==> config.mk <==
export PLATFORM = sky130hd
export DESIGN_NAME = system_control_registers
export DESIGN_NICKNAME = d
export VERILOG_FILES = /design/src/rtl/sysreg_pkg.sv /design/src/rtl/system_control_registers.sv
export SDC_FILE = /design/constraint.sdc
export NUM_CORES = 1
export LEC_CHECK = 0
export ABC_AREA = 1
export ABC_CLOCK_PERIOD_IN_PS = 4400
export BUFFER_PORTS_ARGS = -buffer_cell sky130_fd_sc_hd__buf_2
export CORE_MARGIN = 5
export CORE_UTILIZATION = 55
export CTS_CLUSTER_DIAMETER = 60
export CTS_CLUSTER_SIZE = 14
export DETAILED_ROUTE_END_ITERATION = 10
export PLACE_DENSITY_LB_ADDON = 0.25
export SYNTH_ARGS = -nofsm -noshare
export SYNTH_HDL_FRONTEND = slang
export SYNTH_SLANG_ARGS = --single-unit
==> constraint.sdc <==
create_clock -name i_ref_clk -period 4.4 [get_ports i_ref_clk]
set_input_delay 0.44 -clock i_ref_clk [delete_from_list [all_inputs] [get_ports i_ref_clk]]
set_output_delay 0.44 -clock i_ref_clk [all_outputs]
set_load 0.05 [all_outputs]
==> src/rtl/sysreg_pkg.sv <==
// Package: offsets, field positions, reset values and operation codes of the system registers
package sysreg_pkg;

  // ==========================================================================
  // Register addresses
  localparam logic [7:0] ADDR_INT_CTL   = 8'hE6;
  localparam logic [7:0] ADDR_FLAGS     = 8'hE7;
  localparam logic [7:0] ADDR_WP_LOW    = 8'hE8;
  localparam logic [7:0] ADDR_WP_HIGH   = 8'hE9;
  localparam logic [7:0] ADDR_PAGE_SEL  = 8'hEA;
  localparam logic [7:0] ADDR_MODE_CTL  = 8'hEB;
  localparam logic [7:0] ADDR_USP_HIGH  = 8'hEC;
  localparam logic [7:0] ADDR_USP_LOW   = 8'hED;
  localparam logic [7:0] ADDR_SSP_HIGH  = 8'hEE;
  localparam logic [7:0] ADDR_SSP_LOW   = 8'hEF;

  // ==========================================================================
  // Reset values
  localparam logic [7:0] INT_CTL_RESET  = 8'h87;
  localparam logic [7:0] FLAGS_RESET    = 8'h00;
  localparam logic [7:0] WP_RESET       = 8'h00;

  // ==========================================================================
  // Interrupt control field positions
  localparam int ICB_TIMER_RUN = 7;
  localparam int ICB_TOP_PEND  = 6;
  localparam int ICB_TOP_GATE  = 5;
  localparam int ICB_IEN       = 4;
  localparam int ICB_ARB_MODE  = 3;

  // Flag field positions
  localparam int FB_CARRY = 7;
  localparam int FB_ZERO  = 6;
  localparam int FB_SIGN  = 5;
  localparam int FB_OVF   = 4;
  localparam int FB_BCD   = 3;
  localparam int FB_HALF  = 2;
  localparam int FB_RSVD  = 1;
  localparam int FB_DATA  = 0;

  // Pointer field positions
  localparam int WPB_MODE = 2;

  localparam int SAVE_DEPTH = 7;
  localparam int SAVE_IDX_W = 3;

  // ==========================================================================
  // Carry operations from the core
  typedef enum logic [1:0] {
    CARRY_NONE,
    CARRY_SET,
    CARRY_CLEAR,
    CARRY_TOGGLE
  } carry_op_t;

  // Result of an ALU operation presented for flag update
  typedef struct packed {
    logic        valid;
    logic        word;
    logic [15:0] result;
    logic        carry_out;
    logic        overflow;
    logic        half_carry;
    logic        arith;
    logic        is_sub;
    logic        affects_carry;
  } alu_result_t;

  // Interrupt events from the core
  typedef struct packed {
    logic       top_request;
    logic       acknowledge;
    logic       preempt;
    logic [2:0] new_level;
    logic       iret;
    logic       unmask;
    logic       mask;
  } int_event_t;

  // Register access from the core
  typedef struct packed {
    logic       wr;
    logic [7:0] addr;
    logic [7:0] wdata;
  } reg_access_t;

endpackage

==> src/rtl/system_control_registers.sv <==
// System register group: interrupt control, CPU flags and working-register pointers
`timescale 1ns/1ns
`default_nettype none

// Notes on behaviour
// [RULE1] Interrupt control resets to 87h
// [RULE2] Timer runs when global and own enable
// [RULE3] Top-level pending set by hardware or write
// [RULE4] Top-level ack gated by enable when selected
// [RULE5] Enable cleared by ack, set by return
// [RULE6] Software masks before writing interrupt control
// [RULE7] Arbitration mode bit: 0 concurrent, 1 nested; bit 3 is only stored here, and no logic reads it
// [RULE8] Priority level 000 highest, compared for preemption
// [RULE9] Preempted level saved in nested store
// [RULE10] Flags saved on interrupt, up to seven
// [RULE11] Flags reset to 00h, bit 1 zero
// [RULE12] Carry from bit 7/15, set/clear/complement
// [RULE13] Zero flag set when result zero
// [RULE14] Sign flag is result top bit
// [RULE15] Overflow flag on two's complement overflow
// [RULE16] BCD flag records add or subtract
// [RULE17] Half carry from bit 3
// [RULE18] Data space flag set/cleared by instructions
// [RULE19] Software keeps data space flag set
// [RULE20] Single or twin mode over 32 blocks
// [RULE21] Single mode rounds block down to even
// [RULE22] Twin mode splits r0-7 and r8-15
// [RULE23] Pointer bits 7:3 block, 2 mode, 1:0 zero
// [RULE24] Twin ops set mode bit, single clears
// [RULE25] Address is block times eight plus offset
module system_control_registers (
  input  wire logic                  i_ref_clk,
  input  wire logic                  i_rst_n,
  input  wire sysreg_pkg::reg_access_t i_access,
  input  wire sysreg_pkg::alu_result_t i_alu,
  input  wire sysreg_pkg::carry_op_t   i_carry_op,
  input  wire sysreg_pkg::int_event_t  i_int_evt,
  input  wire logic                  i_set_data_space,
  input  wire logic                  i_set_program_space,
  input  wire logic                  i_nonmask_ctl,
  input  wire logic                  i_timer_count_en,
  input  wire logic                  i_set_single_ptr,
  input  wire logic                  i_set_twin_low,
  input  wire logic                  i_set_twin_high,
  input  wire logic [4:0]            i_ptr_block,
  input  wire logic [3:0]            i_work_reg,
  output logic [7:0]                 o_rdata,
  output logic [7:0]                 o_int_ctl,
  output logic [7:0]                 o_flags,
  output logic [2:0]                 o_nested_store,
  output logic                       o_timer_enable,
  output logic                       o_top_ack_allowed,
  output logic                       o_data_space,
  output logic [7:0]                 o_work_addr
);
  import sysreg_pkg::*;

  // ==========================================================================
  // Storage
  logic [7:0] int_ctl_reg;
  logic [7:0] flags_reg;
  logic [7:0] wp_low_reg;
  logic [7:0] wp_high_reg;
  logic [7:0] page_sel_reg;
  logic [7:0] mode_ctl_reg;
  logic [7:0] usp_high_reg;
  logic [7:0] usp_low_reg;
  logic [7:0] ssp_high_reg;
  logic [7:0] ssp_low_reg;
  logic [2:0] nested_reg;
  logic [7:0] flag_save_reg [SAVE_DEPTH];
  logic [SAVE_IDX_W-1:0] save_cnt_reg;

  logic       wr_int_ctl;
  logic       wr_flags;
  logic       wr_wp_low;
  logic       wr_wp_high;
  logic [7:0] flags_next;
  logic [7:0] rdata_next;
  logic [7:0] work_addr_next;
  logic [15:0] res;
  logic        res_zero;
  logic        res_sign;
  logic        save_full;
  logic        save_empty;
  logic        push_flags;
  logic        pop_flags;
  logic        preempt_hit;
  logic        twin_mode;

  assign wr_int_ctl = i_access.wr && (i_access.addr == ADDR_INT_CTL);
  assign wr_flags   = i_access.wr && (i_access.addr == ADDR_FLAGS);
  assign wr_wp_low  = i_access.wr && (i_access.addr == ADDR_WP_LOW);
  assign wr_wp_high = i_access.wr && (i_access.addr == ADDR_WP_HIGH);

  // Event qualifiers shared by the interrupt, flag and pointer logic
  assign save_full   = (save_cnt_reg == 3'(SAVE_DEPTH));
  assign save_empty  = (save_cnt_reg == '0);
  assign push_flags  = i_int_evt.acknowledge && !save_full;
  assign pop_flags   = i_int_evt.iret && !save_empty;
  assign preempt_hit = i_int_evt.acknowledge && i_int_evt.preempt &&
                       (i_int_evt.new_level < int_ctl_reg[2:0]);
  assign twin_mode   = wp_low_reg[WPB_MODE];

  // ==========================================================================
  // Interrupt control
  always_ff @(posedge i_ref_clk) begin
    if (!i_rst_n) begin
      int_ctl_reg <= INT_CTL_RESET; // [RULE1]
    end else begin
      if (wr_int_ctl) begin
        // Caller masks first, so a plain write is safe [RULE6]
        int_ctl_reg <= i_access.wdata; // [RULE7]
      end
      // Later lines win: mask, then unmask or return, then acknowledge
      if (i_int_evt.mask) begin
        int_ctl_reg[ICB_IEN] <= 1'b0; // [RULE5]
      end
      if (i_int_evt.unmask || i_int_evt.iret) begin
        int_ctl_reg[ICB_IEN] <= 1'b1; // [RULE5]
      end
      if (i_int_evt.acknowledge) begin
        int_ctl_reg[ICB_IEN] <= 1'b0; // [RULE5]
        int_ctl_reg[2:0]     <= i_int_evt.new_level; // [RULE8]
      end
      // Hardware set wins over a clearing write
      if (i_int_evt.top_request) begin
        int_ctl_reg[ICB_TOP_PEND] <= 1'b1; // [RULE3]
      end
    end
  end

  // Preempted level kept for restore by the core
  always_ff @(posedge i_ref_clk) begin
    if (!i_rst_n) begin
      nested_reg <= 3'h7;
    end else if (preempt_hit) begin
      nested_reg <= int_ctl_reg[2:0]; // [RULE9] [RULE8]
    end
  end

  // Gate only; the timer's own enable is kept in the timer itself
  always_ff @(posedge i_ref_clk) begin
    if (!i_rst_n) begin
      o_timer_enable <= 1'b0;
    end else begin
      o_timer_enable <= int_ctl_reg[ICB_TIMER_RUN] & i_timer_count_en; // [RULE2]
    end
  end

  // Nonmask control always gates; the enable only when the gate bit asks
  always_ff @(posedge i_ref_clk) begin
    if (!i_rst_n) begin
      o_top_ack_allowed <= 1'b0;
    end else begin
      o_top_ack_allowed <= int_ctl_reg[ICB_TOP_PEND] & i_nonmask_ctl &
          (~int_ctl_reg[ICB_TOP_GATE] | int_ctl_reg[ICB_IEN]); // [RULE4]
    end
  end

  // ==========================================================================
  // Flag computation
  assign res      = i_alu.word ? i_alu.result : {8'h00, i_alu.result[7:0]};
  assign res_zero = (res == 16'h0000);
  assign res_sign = i_alu.word ? i_alu.result[15] : i_alu.result[7];

  always_comb begin
    flags_next = flags_reg;
    // Later lines win: ALU, carry op, space op, write, then restore
    if (i_alu.valid) begin
      if (i_alu.affects_carry) begin
        flags_next[FB_CARRY] = i_alu.carry_out; // [RULE12]
      end
      flags_next[FB_ZERO] = res_zero;      // [RULE13]
      flags_next[FB_SIGN] = res_sign;      // [RULE14]
      flags_next[FB_OVF]  = i_alu.overflow; // [RULE15]
      if (i_alu.arith) begin
        flags_next[FB_BCD] = i_alu.is_sub; // [RULE16]
        if (!i_alu.word) begin
          flags_next[FB_HALF] = i_alu.half_carry; // [RULE17]
        end
      end
    end
    case (i_carry_op)
      CARRY_SET:    flags_next[FB_CARRY] = 1'b1; // [RULE12]
      CARRY_CLEAR:  flags_next[FB_CARRY] = 1'b0;
      CARRY_TOGGLE: flags_next[FB_CARRY] = ~flags_reg[FB_CARRY];
      default:      flags_next[FB_CARRY] = flags_next[FB_CARRY];
    endcase
    if (i_set_data_space) begin
      flags_next[FB_DATA] = 1'b1; // [RULE18]
    end else if (i_set_program_space) begin
      flags_next[FB_DATA] = 1'b0; // [RULE18]
    end
    if (wr_flags) begin
      flags_next = i_access.wdata;
    end
    if (pop_flags) begin
      flags_next = flag_save_reg[save_cnt_reg - 3'd1]; // [RULE10]
    end
    flags_next[FB_RSVD] = 1'b0; // [RULE11]
  end

  always_ff @(posedge i_ref_clk) begin
    if (!i_rst_n) begin
      flags_reg <= FLAGS_RESET; // [RULE11]
    end else begin
      flags_reg <= flags_next;
    end
  end

  // ==========================================================================
  // Flag save stack, one entry per nesting level
  // A full stack drops the push; an empty one ignores a return
  always_ff @(posedge i_ref_clk) begin
    if (!i_rst_n) begin
      save_cnt_reg <= '0;
    end else if (push_flags) begin
      save_cnt_reg <= save_cnt_reg + 3'd1; // [RULE10]
    end else if (pop_flags) begin
      save_cnt_reg <= save_cnt_reg - 3'd1;
    end
  end

  generate
    for (genvar g = 0; g < SAVE_DEPTH; g++) begin : g_save
      // Slot g takes the flags while it is the next free one
      always_ff @(posedge i_ref_clk) begin
        if (!i_rst_n) begin
          flag_save_reg[g] <= FLAGS_RESET;
        end else if (push_flags && (save_cnt_reg == 3'(g))) begin
          flag_save_reg[g] <= flags_reg; // [RULE10]
        end
      end
    end
  endgenerate

  // ==========================================================================
  // Working-register pointers
  always_ff @(posedge i_ref_clk) begin
    if (!i_rst_n) begin
      wp_low_reg  <= WP_RESET; // [RULE23]
      wp_high_reg <= WP_RESET;
    end else begin
      if (i_set_single_ptr) begin
        wp_low_reg  <= {i_ptr_block, 3'b000}; // [RULE20] [RULE24]
        wp_high_reg[WPB_MODE] <= 1'b0;
      end else if (i_set_twin_low) begin
        // Both pointers carry the mode bit, so either reads it back
        wp_low_reg  <= {i_ptr_block, 3'b100}; // [RULE24]
        wp_high_reg[WPB_MODE] <= 1'b1;
      end else if (i_set_twin_high) begin
        wp_high_reg <= {i_ptr_block, 3'b100}; // [RULE24]
        wp_low_reg[WPB_MODE] <= 1'b1;
      end else begin
        if (wr_wp_low) begin
          wp_low_reg <= {i_access.wdata[7:2], 2'b00}; // [RULE23]
        end
        if (wr_wp_high) begin
          wp_high_reg <= {i_access.wdata[7:2], 2'b00};
        end
      end
    end
  end

  // Block number times eight plus offset
  always_comb begin
    if (!twin_mode) begin
      // Block bit 0 dropped: a 16-register group starts on an even block
      work_addr_next = {wp_low_reg[7:4], i_work_reg}; // [RULE21] [RULE25]
    end else if (!i_work_reg[3]) begin
      work_addr_next = {wp_low_reg[7:3], i_work_reg[2:0]}; // [RULE22]
    end else begin
      work_addr_next = {wp_high_reg[7:3], i_work_reg[2:0]}; // [RULE22]
    end
  end

  // ==========================================================================
  // Other system registers, plain storage except page select, which holds bits 1:0 at zero
  always_ff @(posedge i_ref_clk) begin
    if (!i_rst_n) begin
      page_sel_reg <= 8'h00;
      mode_ctl_reg <= 8'h00;
    end else if (i_access.wr) begin
      if (i_access.addr == ADDR_PAGE_SEL) begin
        page_sel_reg <= {i_access.wdata[7:2], 2'b00};
      end else if (i_access.addr == ADDR_MODE_CTL) begin
        mode_ctl_reg <= i_access.wdata;
      end
    end
  end

  // Stack pointers are plain storage here; pushes and pops step them in the core
  always_ff @(posedge i_ref_clk) begin
    if (!i_rst_n) begin
      usp_high_reg <= 8'h00;
      usp_low_reg  <= 8'h00;
      ssp_high_reg <= 8'h00;
      ssp_low_reg  <= 8'h00;
    end else if (i_access.wr) begin
      if (i_access.addr == ADDR_USP_HIGH) begin
        usp_high_reg <= i_access.wdata;
      end else if (i_access.addr == ADDR_USP_LOW) begin
        usp_low_reg <= i_access.wdata;
      end else if (i_access.addr == ADDR_SSP_HIGH) begin
        ssp_high_reg <= i_access.wdata;
      end else if (i_access.addr == ADDR_SSP_LOW) begin
        ssp_low_reg <= i_access.wdata;
      end
    end
  end

  // ==========================================================================
  // Read path, one cycle latency
  always_comb begin
    if (i_access.addr == ADDR_INT_CTL) begin
      rdata_next = int_ctl_reg;
    end else if (i_access.addr == ADDR_FLAGS) begin
      rdata_next = flags_reg;
    end else if (i_access.addr == ADDR_WP_LOW) begin
      rdata_next = wp_low_reg;
    end else if (i_access.addr == ADDR_WP_HIGH) begin
      rdata_next = wp_high_reg;
    end else if (i_access.addr == ADDR_PAGE_SEL) begin
      rdata_next = page_sel_reg;
    end else if (i_access.addr == ADDR_MODE_CTL) begin
      rdata_next = mode_ctl_reg;
    end else if (i_access.addr == ADDR_USP_HIGH) begin
      rdata_next = usp_high_reg;
    end else if (i_access.addr == ADDR_USP_LOW) begin
      rdata_next = usp_low_reg;
    end else if (i_access.addr == ADDR_SSP_HIGH) begin
      rdata_next = ssp_high_reg;
    end else if (i_access.addr == ADDR_SSP_LOW) begin
      rdata_next = ssp_low_reg;
    end else begin
      rdata_next = 8'h00;
    end
  end

  always_ff @(posedge i_ref_clk) begin
    if (!i_rst_n) begin
      o_rdata <= 8'h00;
    end else begin
      o_rdata <= rdata_next;
    end
  end

  // Mirrors lag the registers by one cycle
  always_ff @(posedge i_ref_clk) begin
    if (!i_rst_n) begin
      o_int_ctl      <= INT_CTL_RESET;
      o_flags        <= FLAGS_RESET;
      o_nested_store <= 3'h7;
      o_data_space   <= 1'b0;
    end else begin
      o_int_ctl      <= int_ctl_reg;
      o_flags        <= flags_reg;
      o_nested_store <= nested_reg;
      o_data_space   <= flags_reg[FB_DATA]; // [RULE19]
    end
  end

  // Registered so the core sees a settled address for a whole cycle
  always_ff @(posedge i_ref_clk) begin
    if (!i_rst_n) begin
      o_work_addr <= 8'h00;
    end else begin
      o_work_addr <= work_addr_next;
    end
  end

endmodule
`default_nettype wire
# Word level (Yosys, flattened, before mapping)
# Memories as Yosys holds them, arrays and structs flattened.
# Index checks and enable logic that the tools add are counted.
# classes
bitwise	20
n_reduce_logical	46
add_sub_neg	2
eq_ne	22
n_lt_le_gt_ge	1
muxes	68
# ops
cell	n
$mux W8	26
$eq A8 B8 Y1 const B	10
$mux W1	32
$reduce_bool A3 Y1	6
$logic_not A16 Y1	1
$mux W16	1
$logic_and A1 B1 Y1	15
$eq A3 B3 Y1 const B	4
$reduce_and A3 Y1	4
$reduce_bool A6 Y1	2
$reduce_and A2 Y1	5
$mux W3	3
$not A1 Y1	9
$or A1 B1 Y1	8
$reduce_bool A2 Y1	4
$mux W7	1
$eq A3 B2 Y1 const B	2
$mux W6	1
$mux W5	1
$reduce_and A5 Y1	1
$eq A2 B2 Y1 const B	2
$mux W2	2
$reduce_and A4 Y1	1
$reduce_bool A4 Y1	1
13 further kinds	17
# word_totals
ram_bits	56
word_cells	190
register_bits	120
memories	1
input_bits	70
# mem_list
memory	words	word_bits	rd	rd_clocked_by_memory_dff	wr	line	source
flag_save_reg	7	8	1	0	7	system_control_registers.sv:71	logic [7:0] flag_save_reg [SAVE_DEPTH];

# Logic depth before layout (Yosys ltp)
# Gate-level depths: netlist (run 1).
# logic_depth
ltp_word	11
mapped_depth	13
mapped_depth_nobuf	11

# Worst setup path before layout (run 1)
# OpenSTA, ideal clock, no wires.
# synth_timing
path_kind	flip-flop to flip-flop
startpoint	register save_cnt_reg[0]
endpoint	register flags_reg[7]
setup_ns	0.056
slack_ns	2.393
path_buffers	2
period_less_slack_ns	2.007
required_ns	4.344
arrival_time_ns	1.952
stages_incl_launch_ff	12
cell_sequence	dfxtp_1 inv_1 buf_1 ha_1 inv_1 clkbuf_1 o21ai_0 o22ai_1 a21oi_1 nand4_1 nand2_1 inv_1
# synth_between
elab_chain_cells	5
elab_cells_between_ends	9
cone_classes	add/sub (1); mux (1); reduce/logical (6); memory (1)
# synth_lines
element	line	source
from (decl)	system_control_registers.sv:72	logic [SAVE_IDX_W-1:0] save_cnt_reg;
from (signal assigned)	system_control_registers.sv:219	save_cnt_reg <= save_cnt_reg + 3'd1;
from (signal assigned)	system_control_registers.sv:221	save_cnt_reg <= save_cnt_reg - 3'd1;
parallel branches: the longest is 5 deep, another holds $mem_v2 Z7 W8	n/a	
to (signal assigned)	system_control_registers.sv:208	flags_reg <= flags_next;
to (decl)	system_control_registers.sv:61	logic [7:0] flags_reg;
# Several ways; the timed one is not identified.
# A chain may end at the register's enable or synchronous reset.

# Worst setup path in the final report (run 1)
# layout_timing
startpoint	register save_cnt_reg[0]
endpoint	register flags_reg[6]
# layout_between
elab_chain_cells	4
elab_cells_between_ends	7
cone_classes	add/sub (1); mux (1); reduce/logical (4); memory (1)
# layout_lines
element
parallel branches: the longest is 4 deep, another holds $mem_v2 Z7 W8
# Several ways; the timed one is not identified.

==> results of run 1 <==
layout make-up:
class | count | area, sq um | area share (%)
Inverter | 100 | 375 | 4.39
Clock inverter | 10 | 91.3 | 1.07
Multi-Input combinational cell | 609 | 3030 | 35.5
Sequential cell | 164 | 3770 | 44.2
Clock buffer | 22 | 508 | 5.95
Tap cell | 176 | 220 | 2.58
Timing Repair Buffer | 107 | 538 | 6.30
worst reg2reg max path, stage by stage (launching register included):
cell and delay (ps):
dfxtp_1 750, inv_1 530, ha_1 590, inv_1 420, o21ai_0 170, o22ai_1 160, nand2_1 60, o21ai_0 90
nor2_1 70, a21oi_1 140
power groups by stage:
stage | combinational (W) | clock (W) | sequential [W]
finish | 0.000460 | 0.00149 | 0.00167
detailed placement | 0.000450 | 0 | 0.00170
floorplan | 0.000266 | 0 | 0.00173
CTS | 0.000453 | 0.00150 | 0.00167
global route | 0.000501 | 0.00158 | 0.00168
global placement | 0.000447 | 0 | 0.00170
Yosys cell counts, types with 8 or more instances:
cell type  count
o21ai_0      110
nand3_1       38
nand2_2        8
o211ai_1      12
nand4_1       10
inv_1         93
nor2_1       129
dfxtp_1      115
edfxtp_1      49
nand2_1      139
a21oi_1       91
ha_1           9
clkbuf_1      17
o22ai_1        9
worst min path at each step:
stage	cells past startpoint	to	from	slack, ps
6_report	3	o_work_addr[0]	i_work_reg[0]	190
3_5_place_dp	2	o_nested_store[0]	nested_reg[0]	400
3_3_place_gp	2	o_nested_store[1]	nested_reg[1]	400
2_1_floorplan	2	o_nested_store[0]	nested_reg[0]	390
4_1_cts	3	o_work_addr[0]	i_work_reg[0]	170
5_1_grt	3	o_work_addr[1]	i_work_reg[1]	180
metal layers:
layer / part of all wire [%] / vias up / global-route usage (%)
met3: 7.7 / 53 / 6.14
met2: 46 / 277 / 41.0
li1: - / 3211 / -
met5: 0 / - / 0
met4: 3.2 / 0 / 10.7
met1: 43 / 3061 / 35.5
cell families after synthesis:
| family | share of synthesized area, % |
|---|---|
| AO/OA/AOI/OAI | 18.2 |
| XOR/XNOR | 0.119 |
| AND/OR/NAND/NOR | 21.3 |
| buffers and inverters | 7.69 |
| adder cells (fa/ha/maj) | 1.53 |
| flip-flops | 51.2 |
| other | 0.0509 |
stage by stage:
stage                     setup WS, ps  cell area [sq um]  total power (W)  hold slack, ps  utilization (%)
after CTS                         1400               8540          0.00362             173             64.8
after detailed placement          1420               7940          0.00215             403             60.2
after floorplan                   2390               7370          0.00200             392                -
after global placement            1520               7940          0.00215             402             60.2
after global routing              1040               8540          0.00376             181             64.8
final                             1340               8540          0.00362             185             64.8
==> flow_summary.toml, run 1 <==
[outcome]
status = "finished clean"

[clock_network]
cts_buffers = 17
clockBufferDepth = 2
post_cts.repair.setup_buffers = 0
cts_tree = "done"
postCtsResizedCells = 0
ctsHoldBuffers = 0
root_buffer = "clkbuf_16"
cts_sinks = 164
clkTransAtPathRegs_ps = 60
clk_latency_ps = 430
h-tree-depth = 4

[worst_setup_path]
crit_cells = 9
crit_path_start = "save_cnt_reg[0]"
critPathBufInv = 2
slowest_delay_ps = 750
r2r_setup_slack_ps = 1340
arrival_ps = 3420
crit_slowest_cell = "dfxtp_1"
endpoint_kind = "flip-flop"
critPathLaunchType = "flip-flop"
path_cells = "inv_1 > ha_1 > inv_1 > o21ai_0 > o22ai_1 > nand2_1 > o21ai_0 > nor2_1 > a21oi_1"
critPathMaxFanout = 26
path_delay_family = "buffers and inverters"
reg2reg_from = "save_cnt_reg[0]"
path_class = "flip-flop to flip-flop"
crit_required_ps = 4770
r2r_cells = 9
cp-endpoint = "flags_reg[6]"
worstReg2RegEnd = "flags_reg[6]"

[min_path]
min_path_type = "primary input to flip-flop"

[logic_synthesis]
synth_top_area_share_pct = 31.2
ys.flop_type = "dfxtp_1"
netlist_instances = 909
synth_top_area_cell = "dfxtp_1"
synth_edf_count = 49
synth_nets = 988
syn-cell-area_sq_mm = 0.00737
seq_area_frac_synth_pct = 51.2
ys_ff_latch = 164
syn_area_per_cell_sq_um = 8.11
async_reset_ff_share_pct = 0
synthTopCellsByArea = "dfxtp_1 (31%), edfxtp_1 (20%), o21ai_0 (7.5%)"
ys_types = 43
synth_warnings = 0

[power]
p_clk_share_pct = 41.1
p_int_w = 0.00263
p_leak_nw = 3.70
ir_drop_uv = 270
power.share.switching_pct = 27.3
p_per_area_mw_per_mm2 = 424
comb_power_share_pct = 12.7
seqPwrFrac_pct = 46.2
switchingPower_w = 0.000991

[sta]
maxClockFrequency_mhz = 327
clock_skew_ps = 7.58
layout_worst_path_cycle_share_pct = 69.5
worst_slew_pin_slew_ps = 949
setup-tns-final_ps = 0
hold_viol = 0
slew_viol_final = 0
rsz0062_at_grt = "false"
max_slew_margin_pct = 36.7
finalCriticalPeriod_ps = 3060
setup_viol = 0

[layout]
largest_reg_flops = 49
final_common_cell = "nand2_1"
fin_nets = 1078
diodes = 0
instances_no_fill = 1188
layout-drive-gt1-share_pct = 17.7
layout_common_cells = "nand2_1 (139), nor2_1 (129), dfxtp_1 (115)"
area_growth_pct = 15.8
n_fill_cell = 1170

[global_route]
overflow = 0
antenna_found_initial = 0
track_usage_pct = 26.3
grt_pass1_wl_mm = 32.7
grt_max_degree = 56
grt_pass1_vias = 6247

[route]
viasPerCell = 5.56
ant_nets = 0
drt_iter0_drc = 770
wire_per_inst_microns = 17.4
totalWireLength_mm = 20.7
vias = 6602
firstDrtPassIters = 5
drc = 0

[floorplan]
dieHeight_microns = 126
rows = 42
die-area_sq_mm = 0.0158
dieWidth_microns = 126
pin_count = 108
start_util_pct = 55.9
coreArea_sq_mm = 0.0132

[placed_design]
gp_congestion = 0.931
place_hpwl_mm = 15.0
portBuffers = 106
dp.cells = 1156

[job]
cap_violations = 0
Power figures use the tool's default switching activity.
==> inputs of run 2 (changes only) <==
Settings changed: ABC_CLOCK_PERIOD_IN_PS 4400 to 3150.
Clock period 4.4 ns to 3.15 ns, I/O delays scaled along.
==> flow_summary.toml, run 2 (synthesis gave the netlist of run 1 again) <==
[sta]
finalCriticalPeriod_ps = 2270
setup_viol = 0
max_slew_margin_pct = 37.3
hold_viol = 0
layout_worst_path_cycle_share_pct = 72.0
maxClockFrequency_mhz = 441
setup-tns-final_ps = 0
slew_viol_final = 0
worst_slew_pin_slew_ps = 933
clock_skew_ps = 5.92
rsz0062_at_grt = "false"

[power]
ir_drop_uv = 424
p_per_area_mw_per_mm2 = 595
p_leak_nw = 3.72

[route]
vias = 6497
ant_nets = 0
wire_per_inst_microns = 17.0
totalWireLength_mm = 20.2
viasPerCell = 5.45
drt_iter0_drc = 722
drc = 0
firstDrtPassIters = 5

[min_path]
min_path_type = "primary input to flip-flop"
whs_path_depth = 3

[clock_network]
cts_buffers = 17
ctsHoldBuffers = 0
root_buffer = "clkbuf_16"
postCtsResizedCells = 0
clk_latency_ps = 430
clockBufferDepth = 2
clkTransAtPathRegs_ps = 70
cts_tree = "done"
post_cts.repair.setup_buffers = 0
cts_sinks = 164
h-tree-depth = 4

[global_route]
grt_pass1_vias = 6066
grt_max_degree = 100
grt_pass1_wl_mm = 32.1
overflow = 0
track_usage_pct = 25.6
antenna_found_initial = 0

[layout]
area_growth_pct = 16.2
instances_no_fill = 1192
largest_reg_flops = 49
layout-drive-gt1-share_pct = 18.3
fin_nets = 1082
final_common_cell = "nand2_1"
fin_util_pct = 65.0
layout_common_cells = "nand2_1 (139), nor2_1 (129), dfxtp_1 (115)"
diodes = 0

[floorplan]
dieWidth_microns = 126
rows = 42
dieHeight_microns = 126
start_util_pct = 55.9
coreArea_sq_mm = 0.0132
die-area_sq_mm = 0.0158
pin_count = 108

[worst_setup_path]
slowest_delay_ps = 460
arrival_ps = 2630
r2r_cells = 9
path_class = "flip-flop to flip-flop"
r2r_setup_slack_ps = 880
critPathMaxFanout = 16
crit_slowest_cell = "dfxtp_1"
critPathLaunchType = "flip-flop"
path_cells = "inv_1 > ha_1 > inv_1 > o21ai_0 > o22ai_1 > nand2_1 > nand2_1 > nor2_1 > a21oi_1"
crit_required_ps = 3510
endpoint_kind = "flip-flop"

[job]
cap_violations = 0

[placed_design]
portBuffers = 106
dp.cells = 1160
gp_congestion = 0.958
place_hpwl_mm = 14.6

[outcome]
status = "finished clean"
[run 2: cell count changes in the layout (fill, tap and decap cells not counted)]
cell       delta
inv_4         +1
clkbuf_16     -2
buf_4         +4
clkbuf_1      -2
clkinv_2      -3
clkinv_1      -1
inv_8         +4
inv_6         +3
[run 2: routing by layer]
layer  global-route usage (%)  vias to the layer above  routed length [microns]
met2                     41.5                      245                     9540
met4                     8.39                        0                      490
met1                     33.6                     2982                     8670
met3                     6.86                       43                     1510
met5                        0                        -                        0
li1                         -                     3227                        -
[run 2: report_power, final]
group / total [W] / leakage, nW / switching [W] / internal, W
Combinational: 0.000655 / 1.98 / 0.000473 / 0.000181
Sequential: 0.00233 / 1.45 / 0.0000577 / 0.00227
Clock: 0.00212 / 0.296 / 0.000947 / 0.00117
[run 2: path summary, 6_finish.rpt]
kind,startpoint,to
worst max-delay path,save_cnt_reg[0],flags_reg[5]
worst min-delay path,i_work_reg[1],o_work_addr[1]
worst max register to register,save_cnt_reg[0],flags_reg[5]
worst min register to register,nested_reg[2],o_nested_store[2]
[run 2: worst max-delay path: cells and delay by family, from the launching register on]
family / cells / cell delay (ps)
AOI/OAI and AO/OA: 3 / 550
buffers and inverters: 2 / 520
DFF: 1 / 460
adders and majority gates: 1 / 460
and+or+nand+nor: 3 / 200
[run 2: final cells by class]
| type | instances | area (sq um) |
|---|---|---|
| sequential | 164 | 3770 |
| timing repair buffer | 111 | 568 |
| clock inverter | 14 | 150 |
| fill | 1156 | 4620 |
| inverter | 100 | 375 |
| tap | 176 | 220 |
| multi-input combinational | 609 | 3030 |
| clock buffer | 18 | 450 |
[run 2: through the flow]
step | area (sq um) | hold slack (ps) | setup slack [ps] | total power [W]
final | 8570 | 57.0 | 881 | 0.00510
after global routing | 8570 | 68.3 | 736 | 0.00529
after CTS | 8570 | 50.4 | 953 | 0.00510
after detailed placement | 7970 | 403 | 982 | 0.00302
after global placement | 7970 | 403 | 1000 | 0.00302
after floorplan | 7370 | 392 | 1140 | 0.00279
